<file path="src/pmbus_limit_regs.vh">
// Command codes, reset values, field positions and limits of the input limit and power-good set.
`ifndef PMBUS_LIMIT_REGS_VH
`define PMBUS_LIMIT_REGS_VH

`define CMD_OV_REACTION 8'h56
`define CMD_UV_WARN 8'h58
`define CMD_OC_WARN 8'h5D
`define CMD_PG_ASSERT 8'h5E
`define CMD_PG_NEGATE 8'h5F
`define CMD_TURN_ON_DELAY_TIME 8'h60

`define RST_OV_REACTION 8'hB8
`define RST_UV_WARN 16'hF812
`define RST_OC_WARN 16'hF80A
`define RST_PG_ASSERT 16'h0114
`define RST_PG_NEGATE 16'h0105
`define RST_TURN_ON_DELAY_TIME 16'h0000

`define OV_ACTION_MSB 7
`define OV_ACTION_LSB 6
`define OV_RETRY_MSB 5
`define OV_RETRY_LSB 3
`define OV_DELAY_MSB 2
`define OV_DELAY_LSB 0
`define OV_ACT_IGNORE 2'h0
`define OV_ACT_HOLD 2'h3

`define L11_EXP_MSB 15
`define L11_EXP_LSB 11
`define L11_MAN_MSB 10
`define L11_MAN_LSB 0

`define EXP_HALF 5'h1F
`define EXP_UNIT 5'h00
`define UV_MAN_MIN 11'h002
`define UV_MAN_MAX 11'h0A0
`define OC_MAN_MIN 11'h000
`define OC_MAN_MAX 11'h0FE
`define TON_MAN_MIN 11'h000
`define TON_MAN_MAX 11'h07F
`define PG_MIN 16'h007B
`define PG_MAX 16'h1C00

`define CLK_FREQ_HZ 50000000
`define MS_PER_S 1000

`endif

</file>
<file path="src/linear11_check.v">
// Range and resolution check of one fixed-exponent LINEAR11 word.
`timescale 1ns/1ns
`include "pmbus_limit_regs.vh"
module linear11_check #(
    parameter [4:0] EXP_FIXED = 5'h00,
    parameter [10:0] MAN_MIN = 11'h000,
    parameter [10:0] MAN_MAX = 11'h07F
) (
    input wire [15:0] word, // Word offered by the host
    output wire ok // High when the word may be stored
);
    wire [4:0] exp_field;
    wire signed [10:0] man_field;
    wire exp_ok;
    wire range_ok;

    assign exp_field = word[`L11_EXP_MSB:`L11_EXP_LSB];
    assign man_field = word[`L11_MAN_MSB:`L11_MAN_LSB];
    // Any other exponent cannot hit the fixed step size.
    assign exp_ok = (exp_field == EXP_FIXED);
    assign range_ok = (man_field >= $signed(MAN_MIN)) && (man_field <= $signed(MAN_MAX));
    assign ok = exp_ok && range_ok;
endmodule // linear11_check

</file>
<file path="src/pmbus_input_limit_pgood_regs.v">
// Input limit, power-good and turn-on delay command registers with their output control.
//
// What this block does
// - Read-write byte at 56h: action bits 7:6, retry 5:3, delay 2:0.
// - The overvoltage reaction byte resets to B8h.
// - Default B8h: output off on fault, no restart, stays off until cleared.
// - Action 00: keep regulating, overvoltage ignored for output control.
// - Action 11 with retry and delay zero: off, no restart, until cleared.
// - Action 11 otherwise: off while fault lasts, back on when it goes.
// - Limit words: 11-bit signed mantissa, 5-bit signed exponent, two bytes.
// - Undervoltage warning at 58h, exponent fixed at minus one.
// - Undervoltage warning accepts 1 V to 80 V in 0.5 V, resets F812h.
// - Out-of-range or wrong-step writes are dropped and reported.
// - Overcurrent warning at 5Dh, exponent minus one, 0 A to 127 A.
// - Overcurrent warning resets to F80Ah.
// - Power-good assert level at 5Eh, unsigned, resets 0114h.
// - Power-good levels span 0.24 V to 14 V in 1.953 mV steps.
// - Power-good negate level at 5Fh, resets 0105h, drops power good.
// - Turn-on delay at 60h, exponent zero, milliseconds from start to rise.
// - Turn-on delay accepts 0 ms to 127 ms, resets to zero.
`timescale 1ns/1ns
`include "pmbus_limit_regs.vh"
module pmbus_input_limit_pgood_regs #(
    parameter CYCLES_PER_MS = `CLK_FREQ_HZ / `MS_PER_S
) (
    input wire sys_clk, // System clock, 50 MHz
    input wire rst, // Synchronous reset, active high
    input wire cmd_valid, // One-cycle command request
    input wire cmd_write, // High for write, low for read
    input wire [7:0] cmd_code, // Command code
    input wire [15:0] cmd_wdata, // Write data, low byte first on the wire
    output reg rsp_valid, // One-cycle answer to a command
    output reg rsp_reject, // With rsp_valid: command was refused
    output reg [15:0] rsp_rdata, // Read data, valid with rsp_valid
    output reg cmd_error_flag, // Sticky: a command was refused
    input wire clear_status, // Clears sticky flags and latched faults
    input wire start_request, // Start condition level
    input wire vin_ov_fault, // Input overvoltage fault level
    input wire [10:0] vin_meas, // Input voltage in 0.5 V steps
    input wire [10:0] iin_meas, // Input current in 0.5 A steps
    input wire [15:0] vout_meas, // Output voltage in power-good units
    output reg output_enable, // Power stage may switch
    output reg power_good, // Output voltage valid
    output reg uv_warn, // Input undervoltage warning
    output reg oc_warn // Input overcurrent warning
);
    // One-hot states of the output control sequence.
    localparam [4:0] ST_OFF = 5'h01;
    localparam [4:0] ST_DELAY = 5'h02;
    localparam [4:0] ST_ON = 5'h04;
    localparam [4:0] ST_HOLD = 5'h08;
    localparam [4:0] ST_LATCH = 5'h10;

    // Stored command words, loaded with their defaults on reset.
    reg [7:0] ov_reaction_reg;
    reg [15:0] uv_warn_reg;
    reg [15:0] oc_warn_reg;
    reg [15:0] pg_assert_reg;
    reg [15:0] pg_negate_reg;
    reg [15:0] turn_on_delay_time_reg;
    reg [4:0] state_reg;
    reg [4:0] state_next;
    reg [15:0] ms_count_reg;
    reg [10:0] delay_left_reg;

    wire uv_ok;
    wire oc_ok;
    wire ton_ok;
    wire pg_ok;
    wire [1:0] ov_action_code;
    wire [2:0] ov_retry_code;
    wire [2:0] ov_delay_code;
    wire ov_latches;
    wire ov_acts;
    wire ms_tick;
    wire wr_ok;
    wire known;
    reg [15:0] rd_mux;
    wire sel_ov;
    wire sel_uv;
    wire sel_oc;
    wire sel_pg_assert;
    wire sel_pg_negate;
    wire sel_ton;
    wire wr_take;
    wire wr_refuse;
    wire rd_refuse;
    wire refuse;
    wire delay_done;

    linear11_check #(
        .EXP_FIXED(`EXP_HALF),
        .MAN_MIN(`UV_MAN_MIN),
        .MAN_MAX(`UV_MAN_MAX)
    ) uv_check (
        .word(cmd_wdata),
        .ok(uv_ok)
    );

    linear11_check #(
        .EXP_FIXED(`EXP_HALF),
        .MAN_MIN(`OC_MAN_MIN),
        .MAN_MAX(`OC_MAN_MAX)
    ) oc_check (
        .word(cmd_wdata),
        .ok(oc_ok)
    );

    linear11_check #(
        .EXP_FIXED(`EXP_UNIT),
        .MAN_MIN(`TON_MAN_MIN),
        .MAN_MAX(`TON_MAN_MAX)
    ) ton_check (
        .word(cmd_wdata),
        .ok(ton_ok)
    );

    assign pg_ok = (cmd_wdata >= `PG_MIN) && (cmd_wdata <= `PG_MAX);

    assign ov_action_code = ov_reaction_reg[`OV_ACTION_MSB:`OV_ACTION_LSB];
    assign ov_retry_code = ov_reaction_reg[`OV_RETRY_MSB:`OV_RETRY_LSB];
    assign ov_delay_code = ov_reaction_reg[`OV_DELAY_MSB:`OV_DELAY_LSB];
    // Action 00 leaves the output alone whatever retry and delay say.
    assign ov_acts = vin_ov_fault && (ov_action_code != `OV_ACT_IGNORE);
    // Only action 11 with a nonzero retry or delay recovers on its own.
    assign ov_latches = !((ov_action_code == `OV_ACT_HOLD)
        && ((ov_retry_code != 3'h0) || (ov_delay_code != 3'h0)));

    // The millisecond prescaler only runs while the turn-on delay is counting.
    assign ms_tick = (ms_count_reg == CYCLES_PER_MS[15:0] - 16'h0001);

    assign delay_done = (delay_left_reg == 11'h000);

    always @* begin
        case (cmd_code)
            `CMD_OV_REACTION: rd_mux = {8'h00, ov_reaction_reg};
            `CMD_UV_WARN: rd_mux = uv_warn_reg;
            `CMD_OC_WARN: rd_mux = oc_warn_reg;
            `CMD_PG_ASSERT: rd_mux = pg_assert_reg;
            `CMD_PG_NEGATE: rd_mux = pg_negate_reg;
            `CMD_TURN_ON_DELAY_TIME: rd_mux = turn_on_delay_time_reg;
            default: rd_mux = 16'h0000;
        endcase
    end

    // One select per command code keeps the store, read and refusal paths in step.
    assign sel_ov = (cmd_code == `CMD_OV_REACTION);
    assign sel_uv = (cmd_code == `CMD_UV_WARN);
    assign sel_oc = (cmd_code == `CMD_OC_WARN);
    assign sel_pg_assert = (cmd_code == `CMD_PG_ASSERT);
    assign sel_pg_negate = (cmd_code == `CMD_PG_NEGATE);
    assign sel_ton = (cmd_code == `CMD_TURN_ON_DELAY_TIME);

    assign known = sel_ov || sel_uv || sel_oc || sel_pg_assert || sel_pg_negate || sel_ton;

    assign wr_ok = sel_ov
        || (sel_uv && uv_ok)
        || (sel_oc && oc_ok)
        || (sel_pg_assert && pg_ok)
        || (sel_pg_negate && pg_ok)
        || (sel_ton && ton_ok);

    // Writes are judged on the word as offered; reads only need a known code.
    assign wr_take = cmd_valid && cmd_write && wr_ok;
    assign wr_refuse = cmd_valid && cmd_write && !wr_ok;
    assign rd_refuse = cmd_valid && !cmd_write && !known;
    assign refuse = wr_refuse || rd_refuse;

    // Register stores; a refused write leaves the stored value untouched.
    always @(posedge sys_clk) begin
        if (rst) begin
            ov_reaction_reg <= `RST_OV_REACTION;
            uv_warn_reg <= `RST_UV_WARN;
            oc_warn_reg <= `RST_OC_WARN;
            pg_assert_reg <= `RST_PG_ASSERT;
            pg_negate_reg <= `RST_PG_NEGATE;
            turn_on_delay_time_reg <= `RST_TURN_ON_DELAY_TIME;
        end else if (wr_take) begin
            case (cmd_code)
                `CMD_OV_REACTION: ov_reaction_reg <= cmd_wdata[7:0];
                `CMD_UV_WARN: uv_warn_reg <= cmd_wdata;
                `CMD_OC_WARN: oc_warn_reg <= cmd_wdata;
                `CMD_PG_ASSERT: pg_assert_reg <= cmd_wdata;
                `CMD_PG_NEGATE: pg_negate_reg <= cmd_wdata;
                `CMD_TURN_ON_DELAY_TIME: turn_on_delay_time_reg <= cmd_wdata;
                default: ov_reaction_reg <= ov_reaction_reg;
            endcase
        end
    end

    // Answer path: one cycle after every request.
    always @(posedge sys_clk) begin
        if (rst) begin
            rsp_valid <= 1'b0;
            rsp_reject <= 1'b0;
            rsp_rdata <= 16'h0000;
            cmd_error_flag <= 1'b0;
        end else begin
            rsp_valid <= cmd_valid;
            if (cmd_valid) begin
                rsp_reject <= refuse;
                rsp_rdata <= cmd_write ? 16'h0000 : rd_mux;
            end else begin
                rsp_reject <= 1'b0;
                rsp_rdata <= 16'h0000;
            end
            // A refusal in the clearing cycle still sets the flag.
            if (refuse) begin
                cmd_error_flag <= 1'b1;
            end else if (clear_status) begin
                cmd_error_flag <= 1'b0;
            end
        end
    end

    // Output control sequence.
    always @* begin
        state_next = state_reg;
        case (state_reg)
            ST_OFF: begin
                if (start_request) begin
                    state_next = ST_DELAY;
                end
            end
            ST_DELAY: begin
                if (!start_request) begin
                    state_next = ST_OFF;
                end else if (ov_acts) begin
                    state_next = ov_latches ? ST_LATCH : ST_HOLD;
                end else if (delay_done) begin
                    state_next = ST_ON;
                end
            end
            ST_ON: begin
                if (!start_request) begin
                    state_next = ST_OFF;
                end else if (ov_acts) begin
                    state_next = ov_latches ? ST_LATCH : ST_HOLD;
                end
            end
            // Recovery skips the turn-on delay, even when the fault arrived while still in ST_DELAY.
            ST_HOLD: begin
                if (!start_request) begin
                    state_next = ST_OFF;
                end else if (!vin_ov_fault) begin
                    state_next = ST_ON;
                end
            end
            // Leaving the latch needs a clear and a quiet input; start must then be seen again.
            ST_LATCH: begin
                if (clear_status && !vin_ov_fault) begin
                    state_next = ST_OFF;
                end
            end
            default: state_next = ST_OFF;
        endcase
    end

    always @(posedge sys_clk) begin
        if (rst) begin
            state_reg <= ST_OFF;
            ms_count_reg <= 16'h0000;
            delay_left_reg <= 11'h000;
            output_enable <= 1'b0;
        end else begin
            state_reg <= state_next;
            // Enable follows the next state so that it rises on the edge entering ON.
            output_enable <= (state_next == ST_ON);
            if (state_reg != ST_DELAY) begin
                ms_count_reg <= 16'h0000;
                delay_left_reg <= turn_on_delay_time_reg[`L11_MAN_MSB:`L11_MAN_LSB];
            end else if (ms_tick) begin
                ms_count_reg <= 16'h0000;
                if (delay_left_reg != 11'h000) begin
                    delay_left_reg <= delay_left_reg - 11'h001;
                end
            end else begin
                ms_count_reg <= ms_count_reg + 16'h0001;
            end
        end
    end

    // Warnings and power good from the measurements.
    always @(posedge sys_clk) begin
        if (rst) begin
            uv_warn <= 1'b0;
            oc_warn <= 1'b0;
            power_good <= 1'b0;
        end else begin
            // Both warning exponents are fixed, so the mantissas compare directly.
            uv_warn <= (vin_meas < uv_warn_reg[`L11_MAN_MSB:`L11_MAN_LSB]);
            oc_warn <= (iin_meas > oc_warn_reg[`L11_MAN_MSB:`L11_MAN_LSB]);
            // Clearing wins, so with a negate level above the assert level power good stays low until the output exceeds the negate level.
            if (!output_enable || (vout_meas <= pg_negate_reg)) begin
                power_good <= 1'b0;
            end else if (vout_meas >= pg_assert_reg) begin
                power_good <= 1'b1;
            end
        end
    end
endmodule // pmbus_input_limit_pgood_regs

</file>
<file path="config.mk">
export PLATFORM = sky130hd
export DESIGN_NAME = pmbus_input_limit_pgood_regs
export DESIGN_NICKNAME = d
export VERILOG_FILES = /design/src/linear11_check.v /design/src/pmbus_input_limit_pgood_regs.v
export VERILOG_INCLUDE_DIRS = /design/src
export SDC_FILE = /design/constraint.sdc
export NUM_CORES = 1
export LEC_CHECK = 0
export ABC_AREA = 0
export BUFFER_PORTS_ARGS = -buffer_cell sky130_fd_sc_hd__buf_2
export CAP_MARGIN = 40
export CORE_MARGIN = 2
export CORE_UTILIZATION = 50
export CTS_CLUSTER_SIZE = 8
export DETAILED_ROUTE_END_ITERATION = 8
export MAX_ROUTING_LAYER = met4
export PLACE_DENSITY = 0.7
export SYNTH_ARGS = -nofsm -noshare
export SYNTH_HDL_FRONTEND = slang
export SYNTH_SLANG_ARGS = --single-unit
export TNS_END_PERCENT = 30
</file>
<file path="constraint.sdc">
create_clock -name sys_clk -period 2.7 [get_ports sys_clk]
set_input_delay 0.135 -clock sys_clk [delete_from_list [all_inputs] [get_ports sys_clk]]
set_output_delay 0.135 -clock sys_clk [all_outputs]
set_load 0.005 [all_outputs]
</file>
# Yosys cells after proc, flatten, opt, wreduce, memory -nomap -nowiden
# Index checks and enable logic that the tools add are counted.
word_totals:
  reg_bits: 143
  input_bits: 69
  output_inout_bits: 23
  elab_cells: 122
classes:
  add_sub_neg: 2
  magnitude_cmp: 11
  eq_ne: 16
  n_mux: 17
  bitwise_logic: 1
  n_reduce_logical: 58
op_table:
  columns: ["operator", "n"]
  rows:
  - ["case mux 16 bit (6 select lines)", 1]
  - ["two-way mux 5 bit", 10]
  - ["equality test 8 x 7 -> 1 bit, second input constant", 6]
  - ["two-way mux 11 bit", 3]
  - ["case mux 5 bit (5 select lines)", 1]
  - ["<= comparator 11 x 9 -> 1 bit, second input constant", 2]
  - ["logical AND 1 bit", 20]
  - ["adder 16 x 1 -> 16 bit, second input constant", 1]
  - ["equality test 16 bit, second input constant", 1]
  - [">= comparator 16 bit", 1]
  - [">= comparator 16 x 7 -> 1 bit, second input constant", 1]
  - ["<= comparator 16 x 13 -> 1 bit, second input constant", 1]
  - ["<= comparator 16 bit", 1]
  - ["AND reduction 2 bit", 7]
  - ["logical OR 1 bit", 13]
  - [">= comparator 11 x 1 -> 1 bit, second input constant", 1]
  - [">= comparator 11 x 3 -> 1 bit, second input constant", 1]
  - ["> comparator 11 bit", 1]
  - ["<= comparator 11 x 8 -> 1 bit, second input constant", 1]
  - ["logical NOT 11 bit", 1]
  - ["less-than comparator 11 bit", 1]
  - ["nonzero test 11 bit", 1]
  - ["subtractor 11 x 1 -> 11 bit, second input constant", 1]
  - ["equality test 5 x 3 -> 1 bit, second input constant", 2]
  - ["14 further kinds", 26]

# Logic depth before layout (Yosys ltp)
logic_depth:
  word_depth: 13
  mapped_depth: 9
  ltp_nobuf: 8

# Modules after synthesis
# Synthesis repeated with hierarchy kept, for this count alone.
unflattened:
  hier_cells: 886
  hier_area_um2: 7828.8
modules_own_cells:
  columns: ["mod", "n_inst", "cells_per_inst", "area_each_um2", "seq_area_each_um2"]
  rows:
  - ["pmbus_input_limit_pgood_regs", 1, 869, 7698.6, 2862.7]
  - ["linear11_check at uv_check", 1, 9, 58.8, 0.0]
  - ["linear11_check at oc_check", 1, 5, 45.0, 0.0]
  - ["linear11_check at ton_check", 1, 3, 26.3, 0.0]

# Least setup slack after synthesis
# OpenSTA, ideal clock, no wires.
synth_timing:
  path_kind: "register -> register"
  from: "register ms_count_reg[11]"
  to: "register delay_left_reg[4]"
  setup_ns: 0.128
  arrival_ns: 1.820
  required_ns: 2.572
  path_slack_ns: 0.752
  path_stages_with_launch: 8
  path_buffers: 1
  period_less_slack_ns: 1.948
  cell_sequence: "dfxtp_1 > or4_1 > nor4_1 > a21oi_1 > clkbuf_1 > o21ai_0 > o21ai_0 > nor2b_1"
synth_between:
  elab_chain_len: 3
synth_rtl:
  columns: ["item", "line_no", "source"]
  rows:
  - ["from (decl)", "pmbus_input_limit_pgood_regs.v:63", "reg [15:0] ms_count_reg;"]
  - ["from (signal assigned)", "pmbus_input_limit_pgood_regs.v:278", "ms_count_reg <= ms_count_reg + 16'h0001;"]
  - ["equality test 16 bit", "pmbus_input_limit_pgood_regs.v:130", "assign ms_tick = (ms_count_reg == CYCLES_PER_MS[15:0] - 16'h0001);"]
  - ["nonzero test 2 bit (no source line)", null, null]
  - ["AND reduction 2 bit (no source line)", null, null]
  - ["to (signal assigned)", "pmbus_input_limit_pgood_regs.v:271", "delay_left_reg <= turn_on_delay_time_reg[`L11_MAN_MSB:`L11_MAN_LSB];"]
  - ["to (signal assigned)", "pmbus_input_limit_pgood_regs.v:275", "delay_left_reg <= delay_left_reg - 11'h001;"]
  - ["to (decl)", "pmbus_input_limit_pgood_regs.v:64", "reg [10:0] delay_left_reg;"]
# No other way between the ends.
# A chain may end at the register's enable or synchronous reset.

# Worst setup path after layout
# Ends and elaborated chain as after synthesis.

==> results.toml <==
[routing]
drc_errors = 0
wl_per_cell_um = 17.1
drtPass1Iterations = 9
num_vias = 6428
drtAntennaViolNets = 0
routed_wl_mm = 19.3
drt_iter0_drc = 684
via_per_inst = 5.70

[cts]
post_cts_buffers = 0
clk_latency_ps = 430
cts_buffers = 17
cts.path.max_buffers = 2
cts-root-buf = "clkbuf_16"
tritoncts = "built"
htreeDepth = 4
cts_resized = 0
path_clk_slew_ps = 60
numClockSinks = 143

[critical_path]
critPathKind = "flip-flop to flip-flop"
cp.arrival_ps = 2490
worstSetupStartpointType = "flip-flop"
path_max_fanout = 20
r2r_cells = 8
regToRegSetupSlack_ps = 520
crit_required_ps = 3010
r2r-end = "delay_left_reg[4]"
end_kind = "flip-flop"
cp-startpoint = "ms_count_reg[11]"
reg2reg_from = "ms_count_reg[11]"

[power]
ir_worst_vdd_v = 0.000445
total_power_uw = 5000
power_density_mw_per_mm2 = 569
cellLeakagePower_uw = 0.00354

[global_route]
grt_max_degree = 67
grt_pass1_vias = 5926
antenna_found_initial = 0
grt_overflow_total = 0
grt.total_usage_pct = 25.1
grt_pass1_wl_mm = 30.9

[finish]
fin_util_pct = 60.2
drive_gt1_share_pct = 16.3
area_delta_synth_final_pct = 16.9
antennaDiodeCount = 0
fin_nets = 1055

[floorplan]
ios = 92
core-area_mm2 = 0.0146
die-area_mm2 = 0.0160
dieHeight_um = 127
fp.dieW_um = 127
start_util_pct = 51.5
core.rowCount = 44

[logic_synthesis]
synth_edf_count = 0
ys_seq_area_share_pct = 38.1
synthCells = 844
synthFlopType = "dfxtp_1"
postSynthAreaPerCell_um2 = 8.91
ys_ff_latch = 143
synth_nets = 968
syn_area_mm2 = 0.00752
synth_async_sr_flop_share_pct = 0
synth.distinct_cells = 60
ys_warn_count = 0

[placement]
portBuffers = 91
dpl.hpwl_mm = 14.3
place.gp.congestion = 0.930
pre_cts_slack_ps = 490

[timing]
tightestPinTransition_ps = 666
finClkSkew_ps = 5.51
fin_crit_ps = 2180
hold_viol = 0
period_share_pct = 80.8
setup_ws_ps = 518
finalSetupViolations = 0
rsz0062_at_grt = "false"
fin_tns_setup_ps = 0
maxSlewHeadroom_pct = 55.5
slew_viol_final = 0
max_freq_mhz = 458

[outcome]
status = "complete, no violations"

[hold_path]
min_from = "start_request"
hold_path_depth = 2
hold_path_class = "primary input to flip-flop"
min_to = "state_reg[1]"

[flow_run]
cap_violations = 0
how the worst max path moves through the flow:
stage	end	slack, ps	cells past startpoint
6_report	delay_left_reg[4]	520	8
5_1_grt	delay_left_reg[2]	350	8
4_1_cts	delay_left_reg[4]	500	8
3_5_place_dp	uv_warn_reg[11]	490	8
3_3_place_gp	uv_warn_reg[11]	530	8
2_1_floorplan	delay_left_reg[4]	750	7
what timing repair did:
item | CTS | global route
setup endpoints to repair | 0 | 0
hold endpoints to repair | 1 | 0
hold buffers | 1 | 0
critical path, stage by stage (launching register included):
cell	delay [ps]
dfxtp_1	340
or4_1	520
nor4_1	340
buf_4	200
a21oi_1	60
buf_4	200
o21ai_0	150
o21ai_0	100
nor2b_1	130
routing by layer:
metal  global-route usage [%]  part of all wire [%]  vias up  wire, um
li1                         -                     -     3196         -
met1                     33.8                    46     2994      8960
met2                     37.2                    45      196      8650
met3                     5.15                   6.0       42      1150
met4                     9.63                   2.9        0       552
met5                        -                     0        -         0
area by class of cell:
type | instances | area (um2)
Clock buffer | 18 | 429
Clock inverter | 14 | 191
Fill cell | 1317 | 5800
Inverter | 59 | 221
Multi-Input combinational cell | 601 | 4260
Sequential cell | 143 | 2860
Tap cell | 184 | 230
Timing Repair Buffer | 109 | 593
cell families (layout without fill, tap and decap cells):
group / Yosys count / after routing / share of synthesized area [%]
AO/OA/AOI/OAI: 172 / 172 / 15.9
XOR/XNOR: 14 / 14 / 1.63
adder cells (fa/ha/maj): 55 / 55 / 9.15
buffers and inverters: 100 / 200 / 5.49
flip-flops: 143 / 143 / 38.1
multiplexers: 49 / 49 / 6.52
AND/OR/NAND/NOR: 311 / 311 / 23.2
cell usage after synthesis, types with 3 or more instances:
master | count | area, um2
dfxtp_1 | 143 | 2860
nor2_1 | 66 | 248
nand2b_1 | 62 | 388
inv_1 | 59 | 221
ha_1 | 55 | 688
a21oi_1 | 50 | 250
mux2i_1 | 49 | 490
nand2_1 | 41 | 154
clkbuf_1 | 32 | 120
nor3_1 | 26 | 130
o21ai_0 | 26 | 130
a22oi_1 | 20 | 150
or3_1 | 17 | 106
a222oi_1 | 16 | 160
a21o_1 | 15 | 113
nand3_1 | 15 | 75.1
nor3b_1 | 15 | 113
nand4_1 | 13 | 81.3
nor4_1 | 11 | 68.8
a21boi_0 | 9 | 67.6
nor2b_1 | 8 | 50.1
o21a_1 | 8 | 60.1
xor2_1 | 8 | 70.1
or4_1 | 6 | 45.0
xnor2_1 | 6 | 52.6
and3_1 | 5 | 31.3
and4_1 | 5 | 43.8
nand3b_1 | 5 | 37.5
a211o_1 | 4 | 35.0
and2_1 | 4 | 25.0
buf_6 | 4 | 45.0
a211oi_1 | 3 | 22.5
a31oi_1 | 3 | 18.8
buf_2 | 3 | 15.0
layout by cell type, fill, tap and decap left out, types with 5 or more instances in the layout:
cell       Yosys  layout
inv_1         59      59
a21boi_0       9       9
or3_1         17      17
a22oi_1       20      20
nor2b_1        8       8
dfxtp_1      143     143
a21oi_1       50      50
and4_1         5       5
o21ai_0       26      26
or4_1          6       6
a222oi_1      16      16
mux2i_1       49      49
ha_1          55      55
nand3_1       15      15
nand4_1       13      13
nand2_1       41      41
buf_4          1      17
clkbuf_16      0      17
nor2_1        66      66
xor2_1         8       8
a21o_1        15      15
nor3_1        26      24
nand2b_1      62      62
xnor2_1        6       6
and3_1         5       5
buf_2          3      91
o21a_1         8       8
nor4_1        11      10
nor3b_1       15      15
nand3b_1       5       5
metrics by stage:
step	std cells	instance area [um2]	hold slack [ps]
after floorplan	844	7520	256
after global placement	1095	8160	427
after detailed placement	1095	8160	428
after CTS	1128	8790	2.30
after global routing	1128	8790	13.0
final	1128	8790	18.3
power by group:
group / internal (uW) / switching, uW
combinational: 166 / 221
clock: 1540 / 926
sequential: 2130 / 17.5
total: 3840 / 1160
Power figures use the tool's default switching activity.
